**config.mk**
```make
export PLATFORM = sky130hd
export DESIGN_NAME = power_mode_control
export DESIGN_NICKNAME = d
export VERILOG_FILES = /design/src/inc/pmc_pkg.sv /design/src/hw/pmc_pulse_timer.sv /design/src/hw/pmc_sync2.sv /design/src/hw/power_mode_control.sv
export SDC_FILE = /design/constraint.sdc
export NUM_CORES = 1
export LEC_CHECK = 0
export ABC_AREA = 0
export BUFFER_PORTS_ARGS = -buffer_cell sky130_fd_sc_hd__buf_2
export CAP_MARGIN = 20
export CELL_PAD_IN_SITES_DETAIL_PLACEMENT = 0
export CELL_PAD_IN_SITES_GLOBAL_PLACEMENT = 1
export CORE_ASPECT_RATIO = 1.2
export CORE_MARGIN = 2
export CORE_UTILIZATION = 51
export CTS_BUF_LIST = sky130_fd_sc_hd__clkbuf_4
export DETAILED_ROUTE_END_ITERATION = 10
export PLACE_DENSITY = 0.95
export SKIP_CTS_REPAIR_TIMING = 1
export SLEW_MARGIN = 5
export SYNTH_ARGS = -nofsm -noshare
export SYNTH_HDL_FRONTEND = slang
export SYNTH_SLANG_ARGS = --single-unit
```
**constraint.sdc**
```tcl
create_clock -name CLOCK -period 5.65 [get_ports CLOCK]
set_clock_uncertainty 0.15 [all_clocks]
set_input_delay 0.2825 -clock CLOCK [delete_from_list [all_inputs] [get_ports CLOCK]]
set_output_delay 0.2825 -clock CLOCK [all_outputs]
set_load 0.01 [all_outputs]
```
**src/inc/pmc_pkg.sv**
```systemverilog
// constants and types shared by the power mode controller files
package pmc_pkg;

   // system clock rate, 40 MHz (25 ns)
   localparam int CLK_KHZ = 40_000;

   // register offsets on the register port
   localparam logic [7:0] ADDR_PWR_MODE = 8'h0e;
   localparam logic [7:0] ADDR_SLEEP_TO = 8'h0f;

   // mode field position in the power mode register
   localparam int MODE_LSB = 3;
   localparam int MODE_MSB = 4;

   // power mode encodings of the two-bit field
   typedef enum logic [1:0] {
      MODE_NORMAL = 2'h0,
      MODE_ENERGY = 2'h1,
      MODE_SOFT_PD = 2'h2,
      MODE_SAVE = 2'h3
   } pwr_mode_t;

   // values after reset
   localparam pwr_mode_t MODE_RST = MODE_NORMAL;
   localparam logic [7:0] SLEEP_TO_RST = 8'h50;
   localparam logic [7:0] RDATA_RST = 8'h00;

   // link pulse: 120 ns wide, least time so rounded up
   localparam int LINK_PULSE_NS = 120;
   localparam int LINK_PULSE_CYC_RAW = (LINK_PULSE_NS * CLK_KHZ + 999_999) / 1_000_000;
   localparam int LINK_PULSE_CYC = (LINK_PULSE_CYC_RAW < 1) ? 1 : LINK_PULSE_CYC_RAW;

   // link pulse repetition: one per second
   localparam int LINK_PERIOD_MS = 1000;
   localparam int LINK_PERIOD_CYC = LINK_PERIOD_MS * CLK_KHZ;

   // one step of the idle timeout field
   localparam int SLEEP_STEP_MS = 1;
   localparam int SLEEP_STEP_CYC = SLEEP_STEP_MS * CLK_KHZ;
   localparam int SLEEP_TICK_CYC = 1;

   // idle step counter, one bit wider than the timeout field
   localparam int IDLE_CNT_W = 9;

endpackage
```
**src/hw/pmc_pulse_timer.sv**
```systemverilog
// period timer, counting only while run is high, that pulses at the end of each period
`timescale 1ns/1ps

module pmc_pulse_timer #(
   parameter int PERIOD = 40_000,
   parameter int WIDTH = 1
) (
   input wire logic clock,
   input wire logic resetn,
   input wire logic run,
   output logic pulse
);

   localparam int CW = (PERIOD > 1) ? $clog2(PERIOD) : 1;
   localparam logic [CW-1:0] LAST = CW'(PERIOD - 1);
   localparam logic [CW-1:0] HIGH_FROM = CW'(PERIOD - WIDTH);

   // counter and registered pulse
   typedef struct packed {
      logic [CW-1:0] cnt;
      logic pulse;
   } tmr_t;

   tmr_t r_ff;
   tmr_t nxt_r;

   // pulse sits at the tail of the period, so a fresh start never fires at once
   always_comb begin
      nxt_r = r_ff;
      if (!run) begin
         nxt_r.cnt = '0;
         nxt_r.pulse = 1'b0;
      end else begin
         nxt_r.cnt = (r_ff.cnt == LAST) ? '0 : r_ff.cnt + 1'b1;
         nxt_r.pulse = (r_ff.cnt >= HIGH_FROM);
      end
   end

   // register stage
   always_ff @(posedge clock or negedge resetn) begin
      if (!resetn) begin
         r_ff <= '0;
      end else begin
         r_ff <= nxt_r;
      end
   end

   assign pulse = r_ff.pulse;

endmodule

```
**src/hw/pmc_sync2.sv**
```systemverilog
// two flip-flop synchroniser for asynchronous level inputs
`timescale 1ns/1ps

module pmc_sync2 #(
   parameter int W = 1
) (
   input wire logic clock,
   input wire logic resetn,
   input wire logic [W-1:0] din,
   output logic [W-1:0] dout
);

   // first stage feeds only the second stage
   typedef struct packed {
      logic [W-1:0] meta;
      logic [W-1:0] stable;
   } sync_t;

   sync_t r_ff;
   sync_t nxt_r;

   // shift the pin level through both stages
   always_comb begin
      nxt_r.meta = din;
      nxt_r.stable = r_ff.meta;
   end

   // register stage
   always_ff @(posedge clock or negedge resetn) begin
      if (!resetn) begin
         r_ff <= '0;
      end else begin
         r_ff <= nxt_r;
      end
   end

   assign dout = r_ff.stable;

endmodule

```
**src/hw/power_mode_control.sv**
```systemverilog
// power mode controller: mode register, idle timeout, wake and block enables
`timescale 1ns/1ps

// Behaviour
// mode field bits 4:3 selects power mode
// reset leaves mode field at normal
// normal keeps clocks, PHY, MAC, host on
// host may leave normal for any mode
// power saving gates only unused PHY receive
// energy low-power keeps only energy detector
// energy mode emits 120ns pulse each second
// sleep after idle exceeds timeout field
// cable energy wakes back to normal power
// soft power-down stops clocks, PHY, MAC
// host access wakes and resets registers
// saving needs autoneg on, cable unplugged
// saving keeps registers and PHY transmitter
// line activity restores full PHY power
// host may leave power saving freely
// port bit or MIIM bit powers port down
// waking access is dummy, data dropped
// cable energy restarts the idle count
module power_mode_control #(
   parameter int NUM_PORTS = 2,
   parameter int LINK_PERIOD_CYC = pmc_pkg::LINK_PERIOD_CYC,
   parameter int SLEEP_STEP_CYC = pmc_pkg::SLEEP_STEP_CYC
) (
   input wire logic CLOCK,
   input wire logic RESETN,
   // register port
   input wire logic [7:0] REG_ADDR,
   input wire logic [7:0] REG_WDATA,
   input wire logic REG_WR,
   input wire logic REG_RD,
   output logic [7:0] REG_RDATA,
   output logic REG_RVALID,
   // per-port status from the analog side, asynchronous
   input wire logic [NUM_PORTS-1:0] CABLE_ENERGY,
   input wire logic [NUM_PORTS-1:0] LINK_UP,
   // per-port configuration from the port registers, same clock
   input wire logic [NUM_PORTS-1:0] AN_ENABLE,
   input wire logic [NUM_PORTS-1:0] PORT_PWR_DOWN,
   input wire logic [NUM_PORTS-1:0] MIIM_PWR_DOWN,
   // block enables
   output logic PLL_CLK_EN,
   output logic MAC_EN,
   output logic HOST_IF_EN,
   output logic [NUM_PORTS-1:0] PHY_TX_EN,
   output logic [NUM_PORTS-1:0] PHY_RX_EN,
   output logic [NUM_PORTS-1:0] PHY_ENERGY_DET_EN,
   output logic [NUM_PORTS-1:0] PHY_PORT_OFF,
   // status and events
   output logic LINK_PULSE,
   output logic LOW_POWER,
   output logic INT_RESET
);

   // energy detect sub-states
   // awake counts quiet steps, asleep only waits for energy
   typedef enum logic {ED_AWAKE, ED_ASLEEP} ed_state_t;

   // whole module state
   typedef struct packed {
      pmc_pkg::pwr_mode_t mode;               // power mode field
      logic [7:0] sleep_to;                   // idle timeout field
      ed_state_t ed;                          // energy detect sub-state
      logic [pmc_pkg::IDLE_CNT_W-1:0] idle;   // idle steps seen
      // registered block enables, one field per output
      logic pll_en;
      logic mac_en;
      logic host_en;
      logic [NUM_PORTS-1:0] tx_en;
      logic [NUM_PORTS-1:0] rx_en;
      logic [NUM_PORTS-1:0] ed_en;
      logic [NUM_PORTS-1:0] port_off;
      // status and event outputs
      logic link_pulse;
      logic low_power;
      logic int_rst;
      // read answer; data held until the next read returns or a waking access clears it, valid lasts one cycle
      logic [7:0] rdata;
      logic rvalid;
   } state_t;

   // current state and the value it takes at the next edge
   state_t r_ff;
   state_t nxt_r;

   // helper nets between the sub-blocks and the next-state logic
   logic [NUM_PORTS-1:0] energy_s;   // synchronised cable energy
   logic [NUM_PORTS-1:0] link_s;     // synchronised link status
   logic step_tick;                  // one idle step elapsed
   logic pulse_raw;                  // link pulse from its timer
   logic energy_any;                 // energy on any port
   logic idle_run;                   // idle step timer running
   logic in_energy;                  // energy detect mode selected

   // core blocks powered for this mode and sub-state
   // pll, mac and host interface share one switch; no mode splits them, so
   // one answer serves all three and the enables can never disagree
   function automatic logic core_on(input pmc_pkg::pwr_mode_t m, input ed_state_t e);
      logic on;
      on = 1'b0;
      unique case (m)
         pmc_pkg::MODE_NORMAL: on = 1'b1;
         pmc_pkg::MODE_SAVE: on = 1'b1;
         pmc_pkg::MODE_ENERGY: on = (e == ED_AWAKE);
         pmc_pkg::MODE_SOFT_PD: on = 1'b0;
      endcase
      return on;
   endfunction

   // read mux, unmapped offsets read as zero
   // only the mode field of the power register is stored; its other bits read zero
   function automatic logic [7:0] reg_read(input logic [7:0] a, input pmc_pkg::pwr_mode_t m,
                                           input logic [7:0] t);
      logic [7:0] d;
      d = 8'h00;
      if (a == pmc_pkg::ADDR_PWR_MODE) begin
         d[pmc_pkg::MODE_MSB:pmc_pkg::MODE_LSB] = m;
      end else if (a == pmc_pkg::ADDR_SLEEP_TO) begin
         d = t;
      end
      return d;
   endfunction

   // both analog status groups cross in one synchroniser
   // link status and cable energy come from the analog side with no
   // relation to this clock; two flops keep metastability out of the logic
   pmc_sync2 #(
      .W(2 * NUM_PORTS)
   ) u_sync (
      .clock(CLOCK),
      .resetn(RESETN),
      .din({LINK_UP, CABLE_ENERGY}),
      .dout({link_s, energy_s})
   );

   // one live port is enough to keep the whole device awake
   assign energy_any = |energy_s;
   // mode decode shared by both timers
   assign in_energy = (r_ff.mode == pmc_pkg::MODE_ENERGY);
   // step timer restarts whenever energy shows, so only quiet time counts
   assign idle_run = in_energy && (r_ff.ed == ED_AWAKE) && !energy_any;

   // idle step timer for the sleep timeout
   // it only makes ticks; the step count itself lives in the state struct
   pmc_pulse_timer #(
      .PERIOD(SLEEP_STEP_CYC),
      .WIDTH(pmc_pkg::SLEEP_TICK_CYC)
   ) u_step (
      .clock(CLOCK),
      .resetn(RESETN),
      .run(idle_run),
      .pulse(step_tick)
   );

   // link pulse generator, runs through both energy detect sub-states
   // the pulse sits at the end of each period, so entering the mode does
   // not fire one at once; all but the pulse width of a period passes first
   pmc_pulse_timer #(
      .PERIOD(LINK_PERIOD_CYC),
      .WIDTH(pmc_pkg::LINK_PULSE_CYC)
   ) u_link (
      .clock(CLOCK),
      .resetn(RESETN),
      .run(in_energy),
      .pulse(pulse_raw)
   );

   // next state: register port, energy detect sequencing, enables
   // locals are set at the top so no path leaves them holding an old value
   always_comb begin
      logic soft_wake;
      logic core;
      logic saving;
      soft_wake = 1'b0;
      core = 1'b0;
      saving = 1'b0;
      nxt_r = r_ff;
      nxt_r.rvalid = 1'b0;
      nxt_r.int_rst = 1'b0;

      // register access
      // a waking access is decoded from the stored mode, not from the host
      // enable output, so it works while that output is low
      soft_wake = (r_ff.mode == pmc_pkg::MODE_SOFT_PD) && (REG_WR || REG_RD);
      if (soft_wake) begin
         // any access wakes; contents return to their defaults
         nxt_r.mode = pmc_pkg::MODE_RST;
         // the timeout is the only other stored field, so the only one
         // that needs restoring here
         nxt_r.sleep_to = pmc_pkg::SLEEP_TO_RST;
         nxt_r.int_rst = 1'b1;
         // the access itself is dummy: write dropped, read gives zero
         nxt_r.rdata = 8'h00;
         nxt_r.rvalid = REG_RD;
      end else begin
         // a write and a read in one cycle both take effect; the read
         // answers with the value from before the write
         if (REG_WR) begin
            // honoured from any mode but soft power-down, normal and saving included
            if (REG_ADDR == pmc_pkg::ADDR_PWR_MODE) begin
               nxt_r.mode = pmc_pkg::pwr_mode_t'(REG_WDATA[pmc_pkg::MODE_MSB:pmc_pkg::MODE_LSB]);
            end else if (REG_ADDR == pmc_pkg::ADDR_SLEEP_TO) begin
               nxt_r.sleep_to = REG_WDATA;
            end
         end
         if (REG_RD) begin
            nxt_r.rdata = reg_read(REG_ADDR, r_ff.mode, r_ff.sleep_to);
            nxt_r.rvalid = 1'b1;
         end
      end

      // energy detect sequencing
      // priority: mode exit, then wake, then fresh energy, then the step tick
      if (nxt_r.mode != pmc_pkg::MODE_ENERGY || soft_wake) begin
         // leaving the mode always lands awake with a clean count
         nxt_r.ed = ED_AWAKE;
         nxt_r.idle = '0;
      end else if (r_ff.ed == ED_ASLEEP) begin
         // no steps are counted asleep; only energy moves the state
         if (energy_any) begin
            nxt_r.ed = ED_AWAKE;
            nxt_r.idle = '0;
         end
      end else if (energy_any) begin
         nxt_r.idle = '0;
      end else if (step_tick) begin
         // strictly longer than the programmed steps
         if (r_ff.idle > {1'b0, r_ff.sleep_to}) begin
            nxt_r.ed = ED_ASLEEP;
            nxt_r.idle = '0;
         end else begin
            nxt_r.idle = r_ff.idle + 1'b1;
         end
      end

      // block enables follow the mode being entered
      // taken from the next state, so enables change at the same edge as the
      // mode and never lag the register by a cycle
      core = core_on(nxt_r.mode, nxt_r.ed);
      nxt_r.pll_en = core;
      nxt_r.mac_en = core;
      nxt_r.host_en = core;
      // port power-down beats every mode
      nxt_r.port_off = PORT_PWR_DOWN | MIIM_PWR_DOWN;
      for (int p = 0; p < NUM_PORTS; p++) begin
         // a port with link or energy is active and keeps its receiver
         // receive trimmed only with autoneg on, no link and a quiet line
         saving = (nxt_r.mode == pmc_pkg::MODE_SAVE) && AN_ENABLE[p] && !link_s[p] && !energy_s[p];
         // transmitter stays up in power saving
         nxt_r.tx_en[p] = core && !nxt_r.port_off[p];
         nxt_r.rx_en[p] = core && !nxt_r.port_off[p] && !saving;
         // energy detector is the one piece alive in low power
         // it must stay up in saving mode as well, or activity could never
         // bring the receiver back
         nxt_r.ed_en[p] = (nxt_r.mode != pmc_pkg::MODE_SOFT_PD) && !nxt_r.port_off[p];
      end
      // masked by the mode being entered: leaving the mode may cut a pulse short
      nxt_r.link_pulse = pulse_raw && (nxt_r.mode == pmc_pkg::MODE_ENERGY);
      // flag mirrors the asleep sub-state of energy detect mode
      nxt_r.low_power = (nxt_r.mode == pmc_pkg::MODE_ENERGY) && (nxt_r.ed == ED_ASLEEP);
   end

   // register stage; reset values match normal operation
   // constants only in the reset branch; enables come up on because
   // normal mode is the reset mode
   always_ff @(posedge CLOCK or negedge RESETN) begin
      if (!RESETN) begin
         r_ff.mode <= pmc_pkg::MODE_RST;
         r_ff.sleep_to <= pmc_pkg::SLEEP_TO_RST;
         r_ff.ed <= ED_AWAKE;
         r_ff.idle <= '0;
         r_ff.pll_en <= 1'b1;
         r_ff.mac_en <= 1'b1;
         r_ff.host_en <= 1'b1;
         r_ff.tx_en <= '1;
         r_ff.rx_en <= '1;
         r_ff.ed_en <= '1;
         r_ff.port_off <= '0;
         r_ff.link_pulse <= 1'b0;
         r_ff.low_power <= 1'b0;
         r_ff.int_rst <= 1'b0;
         r_ff.rdata <= pmc_pkg::RDATA_RST;
         r_ff.rvalid <= 1'b0;
      end else begin
         // the whole state moves as one
         r_ff <= nxt_r;
      end
   end

   // outputs straight from the state register
   // no logic after the flops, so the enables cannot glitch at the pins
   assign REG_RDATA = r_ff.rdata;
   assign REG_RVALID = r_ff.rvalid;
   assign PLL_CLK_EN = r_ff.pll_en;
   assign MAC_EN = r_ff.mac_en;
   assign HOST_IF_EN = r_ff.host_en;
   assign PHY_TX_EN = r_ff.tx_en;
   assign PHY_RX_EN = r_ff.rx_en;
   assign PHY_ENERGY_DET_EN = r_ff.ed_en;
   assign PHY_PORT_OFF = r_ff.port_off;
   assign LINK_PULSE = r_ff.link_pulse;
   assign LOW_POWER = r_ff.low_power;
   assign INT_RESET = r_ff.int_rst;

endmodule

```
==> results of run 1 <==
## sequential cells by signal, summed over array words and instances (netlist names)
signal             count
HOST_IF_EN             1
INT_RESET              1
LINK_PULSE             1
LOW_POWER              1
PHY_ENERGY_DET_EN      2
PHY_PORT_OFF           2
PHY_RX_EN              2
PHY_TX_EN              2
REG_RDATA              8
REG_RVALID             1
r_ff                  20
u_link.pulse           1
u_link.r_ff           26
u_step.pulse           1
u_step.r_ff           16
u_sync.dout            4
u_sync.nxt_r           4
## critical path, stage by stage, from the launching register on
cell and delay [ps]:
sky130_fd_sc_hd__dfstp_2 550, sky130_fd_sc_hd__inv_1 50, sky130_fd_sc_hd__ha_1 290, sky130_fd_sc_hd__and4b_1 220, sky130_fd_sc_hd__nand4_1 110, sky130_fd_sc_hd__o21ai_1 200
sky130_fd_sc_hd__o31ai_1 720, sky130_fd_sc_hd__and2_1 240
## how the worst max path moves through the flow
stage | startpoint | end | slack (ps) | depth (start not counted)
4_1_cts | r_ff[37]$_DFFE_PN1P_ | r_ff[31]$_DFFE_PN0P_ | 3060 | 7
3_5_place_dp | r_ff[39]$_DFFE_PN1P_ | PHY_RX_EN[1]$_DFF_PN1_ | 3090 | 7
2_1_floorplan | r_ff[37]$_DFFE_PN1P_ | PHY_RX_EN[0]$_DFF_PN1_ | 3410 | 7
3_3_place_gp | r_ff[37]$_DFFE_PN1P_ | PHY_RX_EN[0]$_DFF_PN1_ | 3160 | 7
5_1_grt | r_ff[37]$_DFFE_PN1P_ | PHY_RX_EN[0]$_DFF_PN1_ | 2900 | 7
6_report | r_ff[39]$_DFFE_PN1P_ | r_ff[32]$_DFF_PN0_ | 3060 | 7
## layout make-up
cell class | instances | area, sq um | share of cell area (%)
well taps | 117 | 146.4 | 2.868
repair buffers | 69 | 430.4 | 8.433
multi-input cells | 303 | 1947 | 38.15
flip-flops and latches | 93 | 2338 | 45.82
inverters | 33 | 123.9 | 2.427
clock buffers | 9 | 67.56 | 1.324
clock inverters | 7 | 50.05 | 0.9806
## per-layer routing
layer,vias up,routed length [um]
met3,5,411
met1,1666,3984
met4,0,59
met5,-,0
li1,1681,-
met2,89,4384
## cells in the mapped netlist, types with 2 or more instances
cell	instances	area share, %
sky130_fd_sc_hd__a211oi_1	3	0.49
sky130_fd_sc_hd__a21oi_1	12	1.3
sky130_fd_sc_hd__a22o_1	12	2.3
sky130_fd_sc_hd__a22oi_1	2	0.33
sky130_fd_sc_hd__a31oi_1	3	0.41
sky130_fd_sc_hd__and2_1	9	1.2
sky130_fd_sc_hd__and3_1	10	1.4
sky130_fd_sc_hd__and4_1	7	1.3
sky130_fd_sc_hd__buf_4	21	3.4
sky130_fd_sc_hd__clkbuf_1	4	0.33
sky130_fd_sc_hd__dfrtp_1	84	46
sky130_fd_sc_hd__dfstp_2	9	5.2
sky130_fd_sc_hd__ha_1	11	3.0
sky130_fd_sc_hd__inv_1	33	2.7
sky130_fd_sc_hd__mux2i_1	2	0.44
sky130_fd_sc_hd__nand2_1	31	2.5
sky130_fd_sc_hd__nand2b_1	3	0.41
sky130_fd_sc_hd__nand3_1	18	2.0
sky130_fd_sc_hd__nand4_1	12	1.6
sky130_fd_sc_hd__nor2_1	60	4.9
sky130_fd_sc_hd__nor2b_1	6	0.82
sky130_fd_sc_hd__nor3_1	6	0.65
sky130_fd_sc_hd__nor4_1	4	0.55
sky130_fd_sc_hd__nor4b_1	3	0.57
sky130_fd_sc_hd__o2111ai_1	2	0.38
sky130_fd_sc_hd__o211ai_1	5	0.82
sky130_fd_sc_hd__o21ai_0	9	0.98
sky130_fd_sc_hd__o21ai_1	2	0.22
sky130_fd_sc_hd__o221ai_1	5	0.95
sky130_fd_sc_hd__o22ai_1	2	0.27
sky130_fd_sc_hd__o41ai_1	2	0.38
sky130_fd_sc_hd__or3_1	6	0.82
sky130_fd_sc_hd__or4_1	2	0.33
sky130_fd_sc_hd__xnor2_1	19	3.6
sky130_fd_sc_hd__xor2_1	16	3.1
## metrics by stage
step	utilization, %	setup slack [ps]
6_report	58.95	3064
5_1_grt	58.95	2904
4_1_cts	57.10	3056
3_5_place_dp	55.75	3095
3_3_place_gp	55.75	3157
2_1_floorplan	-	3405
## power groups by stage
stage	clock network, uW	logic (uW)	registers (uW)
finish	319	72.5	686
global route	353	81.9	687
CTS	328	65.2	686
detailed placement	0	65.0	698
global placement	0	63.6	698
floorplan	0	32.1	696
## logic make-up after synthesis
family                   after synthesis  synth area share, %
AND/OR/NAND/NOR                      183                20.73
flip-flops                            93                50.98
AO/OA/AOI/OAI                         70                11.05
buffers and inverters                 59                6.574
XOR/XNOR                              35                6.683
adder cells (fa/ha/maj)               11                3.001
multiplexers                           4               0.9819
==> summary.md, run 1 <==
| Metric | Value |
|---|---|
| Synth Cell Area | 4587 sq um |
| Fin crit share | a little under half |
| Proportion of power drawn by the clock network | 29.6% |
| Final Hold Viols | 0 |
| Cell depth of the worst min-delay path | 2 |
| EDFF count, synth | 0 |
| Number of antenna violations at the first check in global routing | 0 |
| Most used flip-flop cell after synthesis | sky130_fd_sc_hd__dfrtp_1 |
| Sequential fraction of design power | 63.7% |
| Proportion of synthesized chip area in sequential cells | between 50% and 60% |
| Critical path class | register to register |
| Cell internal power dissipation | 799.2 uW |
| First-pass GRT wire length | 14,790 um |
| Endpoint type of the worst setup path | register |
| Num rows | 37 |
| Worst-Margin Slew | about 970 ps |
| Core area | 8657 sq um |
| Final-stage net count | 550 |
| Count of warnings emitted by yosys | 0 |
| Iteration count of the initial detailed-routing pass | 4 |
| Met1 track demand over resource | a little under a quarter |
| Total power per unit cell area | 211.0 nW/um^2 |
| Reg2Reg Capture Point | r_ff[32]$_DFF_PN0_ |
| Classification of the worst-slack hold path | primary input to register |
| Category of the worst setup path launch point | register |
| Total power | 1077 uW |
| Average cell area after synthesis | 10.08 sq um |
| FMAX | 386.7 MHz |
| Post-route cell area | 5104 sq um |
| Floorplan die width | 90.58 um |
| Normalized max-slew margin | about a third |
| Fraction of power consumed by combinational cells | 6.7% |
| Buffer cell driving the clock tree root | sky130_fd_sc_hd__clkbuf_4 |
| Routed wire length | 8840 um |
| Max-cap violation count | 0 |
| Required time at the worst-slack endpoint | between 5000 and 6000 ps |
| Die area | 9772 sq um |
| Setup violations, final | 0 |
| Setup total negative slack | 0 ps |
| Via count of the first global-routing pass | 3,317 |
| TritonCTS clock tree | built |
| Unrepaired setup endpoints after global routing | no |
| Clock transition at the register clock pins on the worst setup and hold paths after CTS | 150 ps |
| Via count normalized by instance count | roughly 5.5 |
| Fillers | around 740 |
| Number of placed I/O pins | 53 |
| Remaining design rule violation count | 0 |
| Cell count after synthesis | 455 |
| Fin crit period | 2586 ps |
| Antenna Violating Nets Remaining | 0 |
| Antenna Diode Count | 0 |
| Total Routing Usage GR | between 10% and 20% |
| Maximum number of pins on one net before global-route repair | between 70 and 80 |
| Number of H-tree levels | 3 |
| Syn-to-layout area delta | 11.27% |
| Worst hold path startpoint | REG_WDATA[3] |
| Result of the run | complete, no violations |
| FF-to-FF setup slack | 3060 ps |
| Post-Place Cells | 599 |
| Met2 layer usage reported by global route | 31.98% |
| Grt met3 use | 3.081% |
| Peak supply drop | between 0.09 and 0.1 mV |
| Ratio of cells with drive above 1 in the final layout | 16.54% |
| Share of synthesized flip-flops with an asynchronous set or reset | 100.0% |
| Standby leakage power | 0.002212 uW |
| Overall die height | 107.9 um |
| Global placer's final weighted congestion | 0.8382 |
| Count of final max-slew check failures | 0 |
| Data arrival time of the worst path | 2800 ps |
| Number of nets produced by synthesis | 496 |
| Dpl cell area | slightly below 5000 sq um |
| Hold WS | 28.73 ps |
| Net switching fraction of the power | 25.78% |
| Top library cells by usage in the layout, fill and taps aside | 84 x sky130_fd_sc_hd__dfrtp_1, 60 x sky130_fd_sc_hd__nor2_1, 51 x sky130_fd_sc_hd__buf_2, 33 x sky130_fd_sc_hd__inv_1, 31 x sky130_fd_sc_hd__nand2_1 |
| Clock insertion delay at the later pin of the skew report | 430 ps |
| Non-filler cells, final | 631 |
| Leftover overflow at the end of global routing | 0 |
| Total vias in the final route | 3,441 |
| CTS Sinks | 93 |
| Buffers added on ports | 52 |
| Number of CTS-inserted buffers | 9 |
| R2R Path Start | r_ff[39]$_DFFE_PN1P_ |
| Worst Hold Path EP | r_ff[36]$_DFFE_PN0P_ |
| Routed wire per std cell | between 10 and 15 um |
| Critical path peak fanout | 7 |
| Iteration-0 DRC Markers | 147 |
| Post-detail-place hpwl | 6320 um |
| Maximum count of clock buffers along a single path | 2 |
| Commonest non-fill, non-tap cell in the layout | sky130_fd_sc_hd__dfrtp_1 |
| Number of synthesized register bits | between 90 and 100 |
| Most utilized layer in the global route result | met2 |
| Net switching power figure | 277.6 uW |
| Number of distinct standard cells referenced by the synthesized netlist | 55 |
| Starting Density | 52.98% |
| Length in cells of the worst reg-to-reg path | 7 |
No activity file was read; power rests on OpenSTA's default activity.
==> run 2, diff against run 1 <==
--- a/config.mk
+++ b/config.mk
@@ -12,10 +12,10 @@
 export CELL_PAD_IN_SITES_GLOBAL_PLACEMENT = 1
 export CORE_ASPECT_RATIO = 1.2
 export CORE_MARGIN = 2
-export CORE_UTILIZATION = 51
+export CORE_UTILIZATION = 47
 export CTS_BUF_LIST = sky130_fd_sc_hd__clkbuf_4
 export DETAILED_ROUTE_END_ITERATION = 10
-export PLACE_DENSITY = 0.95
+export PLACE_DENSITY = 0.92
 export SKIP_CTS_REPAIR_TIMING = 1
 export SLEW_MARGIN = 5
 export SYNTH_ARGS = -nofsm -noshare
==> constraint.sdc (replaced) <==
create_clock -name CLOCK -period 2.65 [get_ports CLOCK]
set_clock_uncertainty 0.15 [all_clocks]
set_input_delay 0.1325 -clock CLOCK [delete_from_list [all_inputs] [get_ports CLOCK]]
set_output_delay 0.1325 -clock CLOCK [all_outputs]
set_load 0.01 [all_outputs]
==> summary.md, run 2 (synthesis results as in run 1) <==
| Metric | Value |
|---|---|
| Normalized max-slew margin | 33.14% |
| Unrepaired setup endpoints after global routing | no |
| Final Hold Viols | 1 |
| Fillers | 863 |
| Commonest non-fill, non-tap cell in the layout | sky130_fd_sc_hd__dfrtp_1 |
| Number of placed I/O pins | 53 |
| Cell-by-cell listing of the critical path | inv_1 -> ha_1 -> and3_1 -> o21ai_0 -> nor4b_2 -> buf_4 -> o31ai_1 -> buf_4 -> a211oi_1 |
| Result of the run | finished, violations left |
| First-pass GRT wire length | around 15,000 um |
| Post-detail-place hpwl | around 6400 um |
| Maximum count of clock buffers along a single path | 2 |
| Top flop regs | u_link.r_ff: 26 flops, r_ff: 20 flops, u_step.r_ff: 16 flops |
| Die area | 10,570 sq um |
| Fin crit share | 86.43% |
| Top library cells by usage in the layout, fill and taps aside | 84 x sky130_fd_sc_hd__dfrtp_1, 60 x sky130_fd_sc_hd__nor2_1, 51 x sky130_fd_sc_hd__buf_2, 33 x sky130_fd_sc_hd__inv_1, 31 x sky130_fd_sc_hd__nand2_1 |
| Total vias in the final route | 3,473 |
| Ratio of cells with drive above 1 in the final layout | 17.33% |
| Iteration count of the initial detailed-routing pass | 4 |
| Buffers added on ports | 52 |
| Syn-to-layout area delta | 14.08% |
| Endpoint type of the worst setup path | register |
| Most used cell, CP | sky130_fd_sc_hd__buf_4 |
| Peak supply drop | 0.2546 mV |
| Leftover overflow at the end of global routing | 0 |
| Standby leakage power | 0.002273 uW |
| Via count normalized by instance count | 5.360 |
| Total Routing Usage GR | 18.26% |
| Buffer cell driving the clock tree root | sky130_fd_sc_hd__clkbuf_4 |
| Setup total negative slack | 0 ps |
| Remaining design rule violation count | 0 |
| Final-stage net count | 561 |
| Largest register by flop count | u_link.r_ff |
| Crit path max-delay family | flip-flops |
| Number of H-tree levels | 3 |
| Clock insertion delay at the later pin of the skew report | 440 ps |
| Antenna Diode Count | 0 |
| Maximum number of pins on one net before global-route repair | 39 |
| Category of the worst setup path launch point | register |
| Via count of the first global-routing pass | 3,399 |
| Worst-Margin Slew | 996.3 ps |
| Total power per unit cell area | ~460 nW/um^2 |
| Antenna Violating Nets Remaining | 0 |
| Core area | between 9000 and 10,000 sq um |
| Clock transition at the register clock pins on the worst setup and hold paths after CTS | 140 ps |
| Worst Path Buf+Inv | 3 |
| Routed wire per std cell | 14.04 um |
| Fin crit period | between 2000 and 2500 ps |
| Required time at the worst-slack endpoint | 2850 ps |
| Starting Density | 48.21% |
| Setup violations, final | 0 |
| Data arrival time of the worst path | 2490 ps |
| Overall die height | 112.2 um |
| TritonCTS clock tree | built |
| Combined flip-flop and latch cell area | 2338 sq um |
| Routed wire length | 9097 um |
| CP peak stage delay | 560 ps |
| Hold WS | -0.1417 ps |
| Non-filler cells, final | ~650 |
| Critical path class | register to register |
| Number of CTS-inserted buffers | 9 |
| Classification of the worst-slack hold path | primary input to register |
| Number of antenna violations at the first check in global routing | 0 |
| Count of final max-slew check failures | 0 |
| Num rows | 39 |
| FMAX | ~440 MHz |
| Max-cap violation count | 0 |
| Floorplan die width | roughly 94 um |
| Iteration-0 DRC Markers | 160 |
| Crit path max-delay cell type | sky130_fd_sc_hd__dfstp_2 |
| Max reg flops | 26 |
| Violated checks | negative hold slack |
| Critical path peak fanout | 7 |
| CTS Sinks | 93 |
| Area of combinational cells with multiple inputs | 1947 sq um |
| Post-Place Cells | 612 |
| Global placer's final weighted congestion | 0.8466 |
## run 2: changes by cell type in the layout (fill, tap and decap cells not counted)
cell                            previous run  this run
sky130_fd_sc_hd__buf_12                    0         1
sky130_fd_sc_hd__buf_4                     2         8
sky130_fd_sc_hd__bufinv_16                 0         1
sky130_fd_sc_hd__clkinv_1                  1         2
sky130_fd_sc_hd__clkinv_4                  2         1
sky130_fd_sc_hd__dlygate4sd3_1            16        20
sky130_fd_sc_hd__inv_6                     1         0
## run 2: final timing paths
check	start	to	slack, ps	cells after the start
min in group asynchronous	RESETN	REG_RDATA[0]$_DFFE_PN0P_	10	2
worst max register to register	r_ff[37]$_DFFE_PN1P_	PHY_RX_EN[1]$_DFF_PN1_	360	9
worst max-delay path	r_ff[37]$_DFFE_PN1P_	PHY_RX_EN[1]$_DFF_PN1_	360	9
worst min-delay path	AN_ENABLE[1]	PHY_RX_EN[1]$_DFF_PN1_	-0.1	3
max in group asynchronous	RESETN	PHY_TX_EN[0]$_DFF_PN1_	1620	3
worst min register to register	u_sync.nxt_r[0]$_DFF_PN0_	u_sync.dout[0]$_DFF_PN0_	250	0
## run 2: cell type report
cell class                 instances  area share [%]
sequential                        93           44.69
tap                              123           2.941
inverter                          33           2.367
multi-input combinational        303           37.21
clock buffer                       9           1.291
timing repair buffer              80           10.23
clock inverter                     7           1.267
## run 2: power breakdown
part	switching (uW)	total, uW	internal, uW
clock	473	754	281
sequential	14.3	1460	1450
combinational	96.4	169	73.0
total	584	2390	1800
## run 2: worst reg2reg max path, stage by stage (launching register included)
cell                       delay (ps)
sky130_fd_sc_hd__dfstp_2          560
sky130_fd_sc_hd__inv_1             60
sky130_fd_sc_hd__ha_1             280
sky130_fd_sc_hd__and3_1           190
sky130_fd_sc_hd__o21ai_0           70
sky130_fd_sc_hd__nor4b_2          230
sky130_fd_sc_hd__buf_4            190
sky130_fd_sc_hd__o31ai_1           80
sky130_fd_sc_hd__buf_4            160
sky130_fd_sc_hd__a211oi_1         240
## run 2: stage by stage
step                total power, uW  worst slack, ps  area (sq um)  utilization [%]
finish                         2386            359.7          5233            54.99
global route                   2491            123.3          5233            54.99
CTS                            2391            353.0          5032            52.89
detailed placement             1637            403.2          4898            51.48
global placement               1632            455.6          4898            51.48
floorplan                      1553            405.4          4587                -
## run 2: metal layers
| layer | global-route usage [%] | part of all wire (%) | up-vias |
|---|---|---|---|
| met5 | 0 | 0 | - |
| met4 | 6.763 | 1.6 | 0 |
| met1 | 23.01 | 45 | 1688 |
| li1 | - | - | 1701 |
| met2 | 31.38 | 50 | 72 |
| met3 | 3.087 | 3.2 | 12 |
